`src/logic/rtcsf_pkg.sv`:
```
package rtcsf_pkg;

  // ----------------------------------------------------------------
  // device register indices
  // ----------------------------------------------------------------
  localparam logic [3:0] RTCSF_IDX_ADJUST = 4'h7;
  localparam logic [3:0] RTCSF_IDX_CTRL1  = 4'he;
  localparam logic [3:0] RTCSF_IDX_CTRL2  = 4'hf;

  // ----------------------------------------------------------------
  // control register 1 fields
  // ----------------------------------------------------------------
  localparam int RTCSF_C1_WEEKDAY_EN = 7;
  localparam int RTCSF_C1_DAILY_EN   = 6;
  localparam int RTCSF_C1_H24        = 5;
  localparam int RTCSF_C1_CLKDIS_B   = 4;
  localparam int RTCSF_C1_TEST       = 3;
  localparam int RTCSF_C1_MODE_HI    = 2;

  // ----------------------------------------------------------------
  // status/control register two fields
  // ----------------------------------------------------------------
  localparam int RTCSF_C2_VDSL      = 7;
  localparam int RTCSF_C2_DROOP     = 6;
  localparam int RTCSF_C2_OSC_RUN   = 5;
  localparam int RTCSF_C2_PON       = 4;
  localparam int RTCSF_C2_CLKDIS_A  = 3;
  localparam int RTCSF_C2_PERIODIC  = 2;
  localparam int RTCSF_C2_WEEKDAY   = 1;
  localparam int RTCSF_C2_DAILY     = 0;

  // ----------------------------------------------------------------
  // periodic output modes and reset values
  // ----------------------------------------------------------------
  localparam logic [2:0] RTCSF_MODE_OFF   = 3'h0;
  localparam logic [2:0] RTCSF_MODE_LOW   = 3'h1;
  localparam logic [7:0] RTCSF_RST_REG    = 8'h00;

  // ----------------------------------------------------------------
  // controller wishbone map
  // ----------------------------------------------------------------
  localparam logic [3:0] RTCSF_WB_CMD    = 4'h0;
  localparam logic [3:0] RTCSF_WB_STATUS = 4'h4;
  localparam int RTCSF_CMD_WDATA_LO = 8;
  localparam int RTCSF_CMD_WE       = 16;
  localparam int RTCSF_CMD_GO       = 31;
  localparam int RTCSF_ST_BUSY      = 8;
  localparam int RTCSF_ST_IRQA      = 9;
  localparam int RTCSF_ST_IRQB      = 10;

endpackage : rtcsf_pkg

```
`src/logic/rtcsf_link_if.sv`:
```
`timescale 1ns/1ps
interface rtcsf_link_if;
  logic       req;
  logic       we;
  logic [3:0] addr;
  logic [7:0] wdata;
  logic       ack;
  logic [7:0] rdata;
  logic       irq_pin_a_o;
  logic       irq_pin_a_oe;
  logic       irq_pin_b_o;
  logic       irq_pin_b_oe;
  logic       irq_pin_a_n;
  logic       irq_pin_b_n;

  // open-drain wires with pull-up
  assign irq_pin_a_n = irq_pin_a_oe ? irq_pin_a_o : 1'b1;
  assign irq_pin_b_n = irq_pin_b_oe ? irq_pin_b_o : 1'b1;

  modport dev (
    input  req, we, addr, wdata,
    output ack, rdata, irq_pin_a_o, irq_pin_a_oe, irq_pin_b_o, irq_pin_b_oe
  );
  modport host (
    output req, we, addr, wdata,
    input  ack, rdata, irq_pin_a_n, irq_pin_b_n
  );
endinterface : rtcsf_link_if

```
`src/logic/rtcsf_device.sv`:
```
// Implementation choices: the address map and the Wishbone register port.
`timescale 1ns/1ps
// Functional notes
// - droop event sets sticky droop flag
// - writing zero clears droop flag, rearms
// - oscillator stop clears running flag
// - writing one arms stop detect; zero ignored
// - power-on reset sets power-on flag
// - zero clears power-on flag; one ignored
// - power-on flag forces other bits zero, except running flag
// - power-on reset releases both interrupt pins
// - both disables stop clock output
// - power-on reset clears both clock disables
// - disable bit is plain storage otherwise
// - periodic flag mirrors periodic pin drive
// - periodic clear only level mode, no daily
// - periodic flag sets again next tick
// - weekday alarm match sets flag if enabled
// - zero clears weekday flag, releases pin b
// - daily alarm match sets flag if enabled
// - daily clear releases pin a if idle
// - non-clearing writes leave flags unchanged
// - adjustment never touches clock output pin
// - pin a periodic or daily, b weekday
module rtcsf_device
  import rtcsf_pkg::*;
(
  input  wire logic       clk_i,
  input  wire logic       rst_i,
  input  wire logic       power_on_reset_i,
  input  wire logic       supply_droop_i,
  input  wire logic       osc_stop_i,
  input  wire logic       periodic_tick_i,
  input  wire logic       periodic_wave_i,
  input  wire logic       weekday_match_i,
  input  wire logic       daily_match_i,
  input  wire logic       clkout_enable_input_i,
  input  wire logic       clk32_i,
  output logic            clock_output_pin_o,
  output logic [6:0]      rate_adjust_o,
  output logic            hour_24_o,
  output logic            droop_threshold_o,
  rtcsf_link_if.dev       link
);

  logic [7:0] ctrl1;
  logic       vdsl;
  logic       supply_droop_flag;
  logic       osc_running_flag;
  logic       power_on_detected_flag;
  logic       clkout_disable_a;
  logic       periodic_irq_flag;
  logic       weekday_alarm_flag;
  logic       daily_alarm_flag;
  logic [6:0] adjust;
  logic [1:0] foe_sync;
  logic [1:0] clk32_sync;
  logic       por;
  logic       wr_c1;
  logic       wr_c2;
  logic       wr_adj;
  logic       clr_droop;
  logic       clr_pon;
  logic       arm_osc;
  logic       clr_periodic;
  logic       clr_weekday;
  logic       clr_daily;
  logic       level_mode;
  logic [2:0] mode;

  // ----------------------------------------------------------------
  // decode
  // ----------------------------------------------------------------
  function automatic logic hit(input logic [3:0] idx);
    hit = link.req & link.we & ~link.ack & (link.addr == idx);
  endfunction : hit

  assign por        = rst_i | power_on_reset_i;
  assign wr_c1      = hit(RTCSF_IDX_CTRL1);
  assign wr_c2      = hit(RTCSF_IDX_CTRL2);
  assign wr_adj     = hit(RTCSF_IDX_ADJUST);
  assign mode       = ctrl1[RTCSF_C1_MODE_HI:0];
  assign level_mode = mode[2];
  // one decode per flag so a write clears each on its own
  assign clr_droop    = wr_c2 & ~link.wdata[RTCSF_C2_DROOP];
  assign clr_pon      = wr_c2 & ~link.wdata[RTCSF_C2_PON];
  assign arm_osc      = wr_c2 & link.wdata[RTCSF_C2_OSC_RUN];
  assign clr_periodic = wr_c2 & ~link.wdata[RTCSF_C2_PERIODIC];
  assign clr_weekday  = wr_c2 & ~link.wdata[RTCSF_C2_WEEKDAY];
  assign clr_daily    = wr_c2 & ~link.wdata[RTCSF_C2_DAILY];

  // ----------------------------------------------------------------
  // register port
  // ----------------------------------------------------------------
  always_ff @(posedge clk_i) begin
    if (rst_i) begin
      link.ack   <= 1'b0;
      link.rdata <= 8'h00;
    end else begin
      link.ack <= link.req & ~link.ack;
      unique case (link.addr)
        RTCSF_IDX_ADJUST: link.rdata <= {1'b0, adjust};
        RTCSF_IDX_CTRL1:  link.rdata <= ctrl1;
        RTCSF_IDX_CTRL2:  link.rdata <= {vdsl, supply_droop_flag,
                                         osc_running_flag,
                                         power_on_detected_flag,
                                         clkout_disable_a, periodic_irq_flag,
                                         weekday_alarm_flag,
                                         daily_alarm_flag};
        default:          link.rdata <= 8'h00;
      endcase
    end
  end

  // ----------------------------------------------------------------
  // power-on flag and oscillator flag
  // ----------------------------------------------------------------
  always_ff @(posedge clk_i) begin
    if (por) begin
      power_on_detected_flag <= 1'b1;
    end else if (clr_pon) begin
      power_on_detected_flag <= 1'b0;
    end
  end

  // stop event wins over a same-cycle arm; survives power-on forcing
  always_ff @(posedge clk_i) begin
    if (rst_i) begin
      osc_running_flag <= 1'b0;
    end else if (osc_stop_i) begin
      osc_running_flag <= 1'b0;
    end else if (arm_osc) begin
      osc_running_flag <= 1'b1;
    end
  end

  // ----------------------------------------------------------------
  // plain control bits, held at zero while power-on flag is up
  // ----------------------------------------------------------------
  always_ff @(posedge clk_i) begin
    if (por || power_on_detected_flag) begin
      ctrl1            <= RTCSF_RST_REG;
      vdsl             <= 1'b0;
      clkout_disable_a <= 1'b0;
      adjust           <= 7'h00;
    end else begin
      if (wr_c1) begin
        ctrl1 <= link.wdata;
      end
      if (wr_c2) begin
        vdsl             <= link.wdata[RTCSF_C2_VDSL];
        clkout_disable_a <= link.wdata[RTCSF_C2_CLKDIS_A];
      end
      if (wr_adj) begin
        adjust <= link.wdata[6:0];
      end
    end
  end

  // ----------------------------------------------------------------
  // sticky flags; a new event beats a same-cycle clear
  // ----------------------------------------------------------------
  always_ff @(posedge clk_i) begin
    if (por || power_on_detected_flag) begin
      supply_droop_flag <= 1'b0;
    end else if (supply_droop_i) begin
      supply_droop_flag <= 1'b1;
    end else if (clr_droop) begin
      supply_droop_flag <= 1'b0;
    end
  end

  always_ff @(posedge clk_i) begin
    if (por || power_on_detected_flag) begin
      weekday_alarm_flag <= 1'b0;
    end else if (!ctrl1[RTCSF_C1_WEEKDAY_EN]) begin
      weekday_alarm_flag <= 1'b0;
    end else if (weekday_match_i) begin
      weekday_alarm_flag <= 1'b1;
    end else if (clr_weekday) begin
      weekday_alarm_flag <= 1'b0;
    end
  end

  always_ff @(posedge clk_i) begin
    if (por || power_on_detected_flag) begin
      daily_alarm_flag <= 1'b0;
    end else if (!ctrl1[RTCSF_C1_DAILY_EN]) begin
      daily_alarm_flag <= 1'b0;
    end else if (daily_match_i) begin
      daily_alarm_flag <= 1'b1;
    end else if (clr_daily) begin
      daily_alarm_flag <= 1'b0;
    end
  end

  // ----------------------------------------------------------------
  // periodic output state; only level mode latches and can be cleared
  // ----------------------------------------------------------------
  always_ff @(posedge clk_i) begin
    if (por || power_on_detected_flag) begin
      periodic_irq_flag <= 1'b0;
    end else if (mode == RTCSF_MODE_OFF) begin
      periodic_irq_flag <= 1'b0;
    end else if (mode == RTCSF_MODE_LOW) begin
      periodic_irq_flag <= 1'b1;
    end else if (!level_mode) begin
      periodic_irq_flag <= periodic_wave_i;
    end else if (periodic_tick_i) begin
      periodic_irq_flag <= 1'b1;
    end else if (clr_periodic && !daily_alarm_flag) begin
      periodic_irq_flag <= 1'b0;
    end
  end

  // ----------------------------------------------------------------
  // interrupt pins, open drain, one cycle behind the flags
  // ----------------------------------------------------------------
  always_ff @(posedge clk_i) begin
    if (por) begin
      link.irq_pin_a_oe <= 1'b0;
      link.irq_pin_b_oe <= 1'b0;
    end else begin
      link.irq_pin_a_oe <= periodic_irq_flag | daily_alarm_flag;
      link.irq_pin_b_oe <= weekday_alarm_flag;
    end
  end

  always_ff @(posedge clk_i) begin
    link.irq_pin_a_o <= 1'b0;
    link.irq_pin_b_o <= 1'b0;
  end

  // ----------------------------------------------------------------
  // clock output; pins pass two flops first
  // ----------------------------------------------------------------
  always_ff @(posedge clk_i) begin
    if (rst_i) begin
      foe_sync   <= 2'h0;
      clk32_sync <= 2'h0;
    end else begin
      foe_sync   <= {foe_sync[0], clkout_enable_input_i};
      clk32_sync <= {clk32_sync[0], clk32_i};
    end
  end

  // adjustment only leaves as rate_adjust_o, never gates this path
  always_ff @(posedge clk_i) begin
    if (rst_i) begin
      clock_output_pin_o <= 1'b0;
    end else begin
      clock_output_pin_o <= clk32_sync[1] & foe_sync[1]
                            & ~(clkout_disable_a
                                & ctrl1[RTCSF_C1_CLKDIS_B]);
    end
  end

  // ----------------------------------------------------------------
  // settings for the timekeeping logic
  // ----------------------------------------------------------------
  always_ff @(posedge clk_i) begin
    if (rst_i) begin
      rate_adjust_o     <= 7'h00;
      hour_24_o         <= 1'b0;
      droop_threshold_o <= 1'b0;
    end else begin
      rate_adjust_o     <= adjust;
      hour_24_o         <= ctrl1[RTCSF_C1_H24];
      droop_threshold_o <= vdsl;
    end
  end

endmodule : rtcsf_device

```
`src/flat_wrapper.sv`:
```
// flat-port wrapper written by rule: the top's interface ports become plain ports
module rtcsf_device_flat import rtcsf_pkg::*;
  (clk_i, rst_i, power_on_reset_i, supply_droop_i, osc_stop_i, periodic_tick_i, periodic_wave_i, weekday_match_i, daily_match_i, clkout_enable_input_i, clk32_i, clock_output_pin_o, rate_adjust_o, hour_24_o, droop_threshold_o, link_req, link_we, link_addr, link_wdata, link_ack, link_rdata, link_irq_pin_a_o, link_irq_pin_a_oe, link_irq_pin_b_o, link_irq_pin_b_oe);
  rtcsf_link_if link_i ();
  input  wire logic clk_i;
  input  wire logic rst_i;
  input  wire logic power_on_reset_i;
  input  wire logic supply_droop_i;
  input  wire logic osc_stop_i;
  input  wire logic periodic_tick_i;
  input  wire logic periodic_wave_i;
  input  wire logic weekday_match_i;
  input  wire logic daily_match_i;
  input  wire logic clkout_enable_input_i;
  input  wire logic clk32_i;
  output logic clock_output_pin_o;
  output logic [6:0] rate_adjust_o;
  output logic hour_24_o;
  output logic droop_threshold_o;
  input wire logic [$bits(link_i.req)-1:0] link_req;
  input wire logic [$bits(link_i.we)-1:0] link_we;
  input wire logic [$bits(link_i.addr)-1:0] link_addr;
  input wire logic [$bits(link_i.wdata)-1:0] link_wdata;
  output wire logic [$bits(link_i.ack)-1:0] link_ack;
  output wire logic [$bits(link_i.rdata)-1:0] link_rdata;
  output wire logic [$bits(link_i.irq_pin_a_o)-1:0] link_irq_pin_a_o;
  output wire logic [$bits(link_i.irq_pin_a_oe)-1:0] link_irq_pin_a_oe;
  output wire logic [$bits(link_i.irq_pin_b_o)-1:0] link_irq_pin_b_o;
  output wire logic [$bits(link_i.irq_pin_b_oe)-1:0] link_irq_pin_b_oe;
  assign link_i.req = link_req;
  assign link_i.we = link_we;
  assign link_i.addr = link_addr;
  assign link_i.wdata = link_wdata;
  assign link_ack = link_i.ack;
  assign link_rdata = link_i.rdata;
  assign link_irq_pin_a_o = link_i.irq_pin_a_o;
  assign link_irq_pin_a_oe = link_i.irq_pin_a_oe;
  assign link_irq_pin_b_o = link_i.irq_pin_b_o;
  assign link_irq_pin_b_oe = link_i.irq_pin_b_oe;
  rtcsf_device u_core (.clk_i(clk_i), .rst_i(rst_i), .power_on_reset_i(power_on_reset_i), .supply_droop_i(supply_droop_i), .osc_stop_i(osc_stop_i), .periodic_tick_i(periodic_tick_i), .periodic_wave_i(periodic_wave_i), .weekday_match_i(weekday_match_i), .daily_match_i(daily_match_i), .clkout_enable_input_i(clkout_enable_input_i), .clk32_i(clk32_i), .clock_output_pin_o(clock_output_pin_o), .rate_adjust_o(rate_adjust_o), .hour_24_o(hour_24_o), .droop_threshold_o(droop_threshold_o), .link(link_i));
endmodule
```
`config.mk`:
```
export PLATFORM = sky130hd
export DESIGN_NAME = rtcsf_device_flat
export DESIGN_NICKNAME = d
export VERILOG_FILES = /design/src/logic/rtcsf_pkg.sv /design/src/logic/rtcsf_link_if.sv /design/src/logic/rtcsf_device.sv /design/src/flat_wrapper.sv
export SDC_FILE = /design/constraint.sdc
export NUM_CORES = 1
export LEC_CHECK = 0
export ABC_AREA = 1
export BUFFER_PORTS_ARGS = -buffer_cell sky130_fd_sc_hd__clkbuf_2
export CAP_MARGIN = 20
export CORE_UTILIZATION = 30
export CTS_CLUSTER_DIAMETER = 120
export DETAILED_ROUTE_END_ITERATION = 6
export SETUP_SLACK_MARGIN = 0.3
export SKIP_CTS_REPAIR_TIMING = 1
export SLEW_MARGIN = 10
export SYNTH_ARGS = -nofsm -noshare
export SYNTH_HDL_FRONTEND = slang
export SYNTH_SLANG_ARGS = --single-unit
```
`constraint.sdc`:
```
create_clock -name clk_i -period 1.3 [get_ports clk_i]
set_input_delay 0.325 -clock clk_i [delete_from_list [all_inputs] [get_ports clk_i]]
set_output_delay 0.325 -clock clk_i [all_outputs]
set_load 0.05 [all_outputs]
```
==> out/summary.txt, run 1 <==
Final ANT Viol Nets - 0
Worst R2R Path Depth - 5
CP arrival - 0.83 ns
top-count cell post-synth - nand2_1
GR Util All Layers - 13.7%
Layout Cells excl Fill - 395
Worst EP required - 0.98 ns
boundary pin count - 48
Synth Cell Area - 0.00190 sq mm
CTS tree - done
Port Buffers - 45
dpl ws - -0.0258 ns
final worst-path setup slack - 0.144 ns
cells after synthesis - 258
Peak VDD IR - 0.000533 V
Crit Path Class - reg2out
worst hold stages - 3
die area - 0.00665 sq mm
RSZ-0062 raised after global routing - true
H-tree depth - 2
clk root buf - clkbuf_8
Synth Area in Simple Gates - 32.2%
Nets - 344
Post-synth ARST share - 0%
layout filler cell count - 601
# DRC - 0
FMAX - 865 MHz
CP delay by family, top - flip-flops
crit-path cells - buf_8
Post-synth EDFFs - 0
worst-skew pair later-pin latency - 0.30 ns
area growth from synthesis to layout - 51.1%
grt ovf - 0
initial antenna violation count - 0
CTS Buffer Depth - 2
leakage power - 0.00120 uW
reg2reg setup slack - 0.19 ns
total CTS buffers - 5
Synth Area in Compound Gates - 4.81%
dominant cells by area after synthesis - dfxtp_1 (51%), nand2_1 (12%), nor2_1 (9.5%), inv_1 (7.9%), nand3_1 (6.9%)
Detailed Place HPWL - 3070 um
status - complete, no violations
Adder-Cell Fraction of Synth Area - 0%
layout cell share with drive strength beyond 1 - 42.8%
final hold viol count - 0
Max FO, Critical Path - 4
largest net degree at the start of global routing - 23
area leader, netlist - dfxtp_1
global-route wire length before repair - 6810 um
Seq/Total Area, Yosys - 50.6%
clk_skew - 0.00528 ns
delay of the slowest critical-path stage - 0.39 ns
Multi-input gate area - 902 sq um
post-synthesis mux area share - 0%
Total Routed Length - 4450 um
Die H - 81.5 um
CP endpoint kind - primary output
number of global-route vias before repair - 1430
power density over the cells - 931 mW/mm^2
routed length per placed instance - 11.3 um
Via Count - 1693
Reg clk slew, reported paths - 0.08 ns
yosys warns - 0
startpoint type of the worst setup path - flip-flop
via-per-instance ratio - 4.29
Synth cell types - 21
placed cell count - 378
first-pass detailed-route iteration total - 6
Initial DRC Count - 87
min Tclk post-route - 1.16 ns
syn_area_per_cell - 7.36 sq um
Storage cell area - 990 sq um
Die W - 81.5 um
Buf+Inv Stages, Crit Path - 1
CP Depth - 1
GP Congestion - 0.808
largest family of logic cells by synthesized area - simple AND/OR/NAND/NOR gates
row count - 28
Synth Area in XOR/XNOR - 0%
Worst path slowest cell - dfxtp_4
type of the most critical hold path - in2reg
CORE AREA - 0.00603 sq mm
Seq cells post-synth - 48
Synth top area share - 50.6%
Max Cap Viol - 0
Most used DFF post-synth - dfxtp_1
Slew Limit Fails - 0
final setup fails - 0
starting density of the core - 31.5%
clock sinks - 48
period utilisation layout - 88.9%
ANT cells - 0
synth cell count leaders - nand2_1 (59), dfxtp_1 (48), nor2_1 (48)
report_power, final:
| part | total, uW | switching [uW] | internal (uW) |
|---|---|---|---|
| clock network | 954 | 468 | 486 |
| registers | 1480 | 5.11 | 1480 |
| logic | 236 | 136 | 101 |
| total | 2670 | 609 | 2060 |
metrics by stage:
step           hold WS, ns  total power [uW]  utilization [%]  TNS (ns)  instance area [sq um]
2_1_floorplan        0.388              1620                -         0                   1950
3_3_place_gp         0.392              1680             37.3   -0.0197                   2250
3_5_place_dp         0.397              1680             37.3   -0.0258                   2250
4_1_cts              0.208              2630             39.0         0                   2350
5_1_grt              0.213              2790             47.6         0                   2870
6_report             0.210              2670             47.6         0                   2870
cells by family after synthesis:
kind of cell / count (synthesis)
other cells: 1
simple gates: 142
compound gates: 16
flops: 48
buf+inv: 51
sequential cells by signal, indices dropped and copies added, names as in the netlist, 2 cells and up:
register,flops
u_core.adjust,7
u_core.foe_sync,2
u_core.ctrl1,8
u_core.link.rdata,8
u_core.rate_adjust_o,7
u_core.clk32_sync,2
routing by layer:
layer  routed length (um)  up-vias  global-route usage (%)
li1                     -      897                       -
met2                 2150       43                    21.7
met5                    0        -                       0
met1                 2050      748                    18.0
met4                   45        0                    4.29
met3                  213        5                    3.67
layout make-up:
class,instances,share of cell area [%]
clock buffers,8,3.49
multi-input cells,161,31.5
inverters,40,5.67
repair buffers,63,21.6
well taps,75,3.27
flip-flops and latches,48,34.5
cells in the final DEF, fill, tap and decap left out, types with 6 or more instances in the layout:
master / n
nand2_1: 51
nor2_1: 42
inv_1: 37
dfxtp_1: 27
clkbuf_2: 24
dfxtp_2: 20
buf_6: 17
nand3_1: 15
buf_8: 11
nand3_2: 10
a21oi_2: 7
clkbuf_8: 7
buf_4: 7
nor2_4: 6
worst paths after layout:
kind	endpoint	start
setup / recovery	link_ack	u_core.link.ack$_SDFF_PP0_
hold / removal	u_core.clk32_sync[0]$_SDFF_PP0_	clk32_i
setup reg to reg	u_core.ctrl1[2]$_SDFFE_PP0P_	u_core.link.ack$_SDFF_PP0_
hold reg to reg	u_core.foe_sync[1]$_SDFF_PP0_	u_core.foe_sync[0]$_SDFF_PP0_
(Power assumes the default switching activity.)
==> run 2: changes to the inputs <==
--- a/config.mk
+++ b/config.mk
@@ -11,7 +11,6 @@
 export CORE_UTILIZATION = 30
 export CTS_CLUSTER_DIAMETER = 120
 export DETAILED_ROUTE_END_ITERATION = 6
-export SETUP_SLACK_MARGIN = 0.3
 export SKIP_CTS_REPAIR_TIMING = 1
 export SLEW_MARGIN = 10
 export SYNTH_ARGS = -nofsm -noshare
==> out/summary.txt, run 2 (same netlist as run 1, synthesis figures left out) <==
Via Count - 1653
status - complete, no violations
# DRC - 0
clk_skew - 0.00480 ns
Die H - 81.5 um
layout cell share with drive strength beyond 1 - 23.8%
Final ANT Viol Nets - 0
Final Util - 38.6%
Initial DRC Count - 115
Detailed Place HPWL - 3200 um
routed length per placed instance - 11.0 um
relative slew slack - 65.8%
die area - 0.00665 sq mm
most frequent cells in the layout - nand2_1 (59), nor2_1 (48), dfxtp_1 (47)
Nets - 335
CTS tree - done
FMAX - 798 MHz
largest net degree at the start of global routing - 23
Worst R2R Path Depth - 4
final worst-path setup slack - 0.0474 ns
R2R Path End - u_core.adjust[4]$_SDFFE_PP0P_
CP delay by family, top - flip-flops
Reg clk slew, reported paths - 0.09 ns
delay of the slowest critical-path stage - 0.35 ns
Max Cap Viol - 0
leakage power - 0.00105 uW
dpl ws - 0.0191 ns
Worst-Margin Slew - 0.510 ns
CORE AREA - 0.00603 sq mm
boundary pin count - 48
final setup fails - 0
total CTS buffers - 5
H-tree depth - 2
min-delay src - clk32_i
worst hold slack - 0.198 ns
clk root buf - clkbuf_8
RSZ-0062 raised after global routing - false
worst hold stages - 3
reg2reg setup slack - 0.11 ns
startpoint type of the worst setup path - flip-flop
Peak VDD IR - 0.000426 V
starting density of the core - 31.5%
CTS Buffer Depth - 2
Largest regs - u_core.ctrl1: 8 flops, u_core.link.rdata: 8 flops
clock sinks - 48
initial antenna violation count - 0
area growth from synthesis to layout - 22.5%
via-per-instance ratio - 4.28
min Tclk post-route - 1.25 ns
crit path from - u_core.link.ack$_SDFF_PP0_
number of global-route vias before repair - 1558
Worst EP required - 0.98 ns
Slew Limit Fails - 0
launching point of the worst reg2reg path - u_core.link.ack$_SDFF_PP0_
period utilisation layout - 96.4%
Buf+Inv Stages, Crit Path - 1
Min-Delay Endpoint - u_core.clk32_sync[0]$_SDFF_PP0_
CP endpoint kind - primary output
first-pass detailed-route iteration total - 4
global-route wire length before repair - 7000 um
CP arrival - 0.93 ns
type of the most critical hold path - in2reg
Port Buffers - 45
total negative slack - 0 ns
grt ovf - 0
final hold viol count - 0
row count - 28
Worst path slowest cell - dfxtp_2
GP Congestion - 0.830
ANT cells - 0
fin area - 0.00233 sq mm
Total Routed Length - 4270 um
most common cell after layout, fill and taps aside - nand2_1
GR Util All Layers - 14.2%
Crit Path Class - reg2out
Post-DP Area - 0.00223 sq mm
Max FO, Critical Path - 4
worst-skew pair later-pin latency - 0.30 ns
Die W - 81.5 um
power density over the cells - 1110 mW/mm^2
crit-path cells - clkbuf_2
-- run 2: where the power goes --
group	leakage [uW]	switching (uW)	internal, uW
logic	0.000616	105	61.7
registers	0.000388	3.40	1480
clock network	0.0000434	508	431
-- run 2: worst max-delay path by stage --
stage,endpoint,slack (ns),cells past startpoint
6_report,link_ack,0.05,1
3_3_place_gp,u_core.weekday_alarm_flag$_SDFFE_PP0P_,0.03,7
4_1_cts,link_ack,0.04,1
2_1_floorplan,u_core.ctrl1[7]$_SDFFE_PP0P_,0.11,6
5_1_grt,link_ack,0.0005,1
3_5_place_dp,u_core.weekday_alarm_flag$_SDFFE_PP0P_,0.02,7
-- run 2: layer usage --
metal	vias to the layer above	global-route usage (%)	share of wire (%)
met5	-	0	0
met4	0	5.89	1.5
met3	7	3.33	4.7
met2	40	24.3	48
met1	732	17.0	46
li1	874	-	-
-- run 2: area by class of cell --
| cell class | count | area, sq um |
|---|---|---|
| Fill cell | 671 | 3700 |
| Sequential cell | 48 | 962 |
| Inverter | 40 | 150 |
| Multi-Input combinational cell | 160 | 709 |
| Tap cell | 75 | 93.8 |
| Clock inverter | 2 | 15.0 |
| Clock buffer | 6 | 82.6 |
| Timing Repair Buffer | 55 | 313 |
-- run 2: per-stage QoR --
stage / cells / total power [uW]
2_1_floorplan: 259 / 1610
3_3_place_gp: 378 / 1680
3_5_place_dp: 378 / 1690
4_1_cts: 386 / 2630
5_1_grt: 386 / 2690
6_report: 386 / 2590
==> run 3: changes to the inputs <==
--- a/config.mk
+++ b/config.mk
@@ -11,6 +11,7 @@
 export CORE_UTILIZATION = 30
 export CTS_CLUSTER_DIAMETER = 120
 export DETAILED_ROUTE_END_ITERATION = 6
+export PLACE_DENSITY_LB_ADDON = 0.05
 export SKIP_CTS_REPAIR_TIMING = 1
 export SLEW_MARGIN = 10
 export SYNTH_ARGS = -nofsm -noshare
==> out/summary.txt, run 3 (same netlist as run 1, synthesis figures left out) <==
routed length per placed instance - 11.2 um
met1 Track Usage GR - 19.7%
total negative slack - 0 ns
status - complete, no violations
worst hold stages - 3
global-route wire length before repair - 7370 um
clk root buf - clkbuf_8
die area - 0.00665 sq mm
final worst-path setup slack - 0.0579 ns
FMAX - 805 MHz
RSZ-0062 raised after global routing - false
GP Congestion - 0.740
Multi-input gate area - 712 sq um
Port Buffers - 45
clk_skew - 0.00677 ns
layout filler cell count - 699
power density over the cells - 1070 mW/mm^2
final setup fails - 0
Worst path slowest cell - dfxtp_2
Buf+Inv Stages, Crit Path - 1
Worst EP required - 0.98 ns
Nets - 339
initial antenna violation count - 0
largest net degree at the start of global routing - 23
Initial DRC Count - 76
Total Routed Length - 4350 um
ANT cells - 0
row count - 28
Worst R2R Path Depth - 5
Detailed Place HPWL - 3320 um
layout cell share with drive strength beyond 1 - 24.5%
CP endpoint kind - primary output
Crit Path Class - reg2out
Peak VDD IR - 0.000542 V
# DRC - 0
delay of the slowest critical-path stage - 0.36 ns
leakage power - 0.00107 uW
min-delay src - clk32_i
most frequent cells in the layout - nand2_1 (59), nor2_1 (47), dfxtp_1 (47)
boundary pin count - 48
GR Util All Layers - 14.9%
Die H - 81.5 um
Storage cell area - 962 sq um
type of the most critical hold path - in2reg
grt ovf - 0
H-tree depth - 2
startpoint type of the worst setup path - flip-flop
CP arrival - 0.92 ns
starting density of the core - 31.5%
Slew Limit Fails - 0
area growth from synthesis to layout - 23.2%
final hold viol count - 0
Min-Delay Endpoint - u_core.clk32_sync[0]$_SDFF_PP0_
Final ANT Viol Nets - 0
worst-skew pair later-pin latency - 0.29 ns
clock sinks - 48
met2 GRT Util - 24.3%
CORE AREA - 0.00603 sq mm
launching point of the worst reg2reg path - u_core.link.ack$_SDFF_PP0_
R2R Path End - u_core.daily_alarm_flag$_SDFFE_PP0P_
Global Route met3 Usage - 3.00%
min Tclk post-route - 1.24 ns
Via Count - 1626
period utilisation layout - 95.5%
Max FO, Critical Path - 4
CTS Buffer Depth - 2
CTS tree - done
CP delay by family, top - flip-flops
Die W - 81.5 um
most common cell after layout, fill and taps aside - nand2_1
first-pass detailed-route iteration total - 4
via-per-instance ratio - 4.18
Largest regs - u_core.ctrl1: 8 flops, u_core.link.rdata: 8 flops
dpl ws - -0.0277 ns
number of global-route vias before repair - 1533
total CTS buffers - 5
GRT busiest layer - met2
Max Cap Viol - 0
crit-path cells - clkbuf_2
reg2reg setup slack - 0.23 ns
Reg clk slew, reported paths - 0.09 ns
==> run 3: cell count changes in the layout (fill, tap and decap cells not counted), sizes merged <==
cell,change
buf,+4
clkinv,+1
clkinvlp,-2
==> run 3: layout make-up <==
| class | instances | area share, % |
|---|---|---|
| Timing Repair Buffer | 59 | 14.7 |
| Clock buffer | 6 | 3.10 |
| Tap cell | 75 | 4.01 |
| Sequential cell | 48 | 41.1 |
| Clock inverter | 1 | 0.214 |
| Inverter | 40 | 6.42 |
| Multi-Input combinational cell | 160 | 30.4 |
==> run 3: layer usage <==
| layer | vias to the layer above | wire length [um] |
|---|---|---|
| li1 | 877 | - |
| met5 | - | 0 |
| met2 | 34 | 2020 |
| met1 | 710 | 2090 |
| met3 | 5 | 199 |
| met4 | 0 | 42 |
==> run 3: through the flow <==
step	total power, uW	std cells	utilization (%)	hold slack, ns	instance area, sq um
2_1_floorplan	1610	259	-	0.388	1900
4_1_cts	2560	389	38.8	0.201	2340
3_5_place_dp	1690	382	37.5	0.398	2260
6_report	2500	389	38.8	0.211	2340
5_1_grt	2630	389	38.8	0.216	2340
3_3_place_gp	1690	382	37.5	0.396	2260
==> run 3: worst max path at each step <==
stage                               start                              endpoint  slack (ns)  cells after the start
3_3_place_gp                        rst_i          u_core.ctrl1[5]$_SDFFE_PP0P_       -0.03                      5
5_1_grt        u_core.link.ack$_SDFF_PP0_                              link_ack        0.02                      1
4_1_cts        u_core.link.ack$_SDFF_PP0_                              link_ack        0.05                      1
6_report       u_core.link.ack$_SDFF_PP0_                              link_ack        0.06                      1
3_5_place_dp                     link_req  u_core.osc_running_flag$_SDFFE_PP0P_       -0.03                      7
2_1_floorplan  u_core.link.ack$_SDFF_PP0_          u_core.ctrl1[7]$_SDFFE_PP0P_        0.11                      6
==> run 3: tightest hold or removal path: stages <==
cell	delay, ns
clkbuf_2	0.08
inv_1	0.04
nor2_1	0.03
==> run 3: where the power goes <==
| part | total (uW) | switching [uW] | internal (uW) |
|---|---|---|---|
| clock | 844 | 477 | 367 |
| sequential | 1480 | 3.46 | 1480 |
| combinational | 172 | 105 | 66.2 |
| total | 2500 | 586 | 1910 |
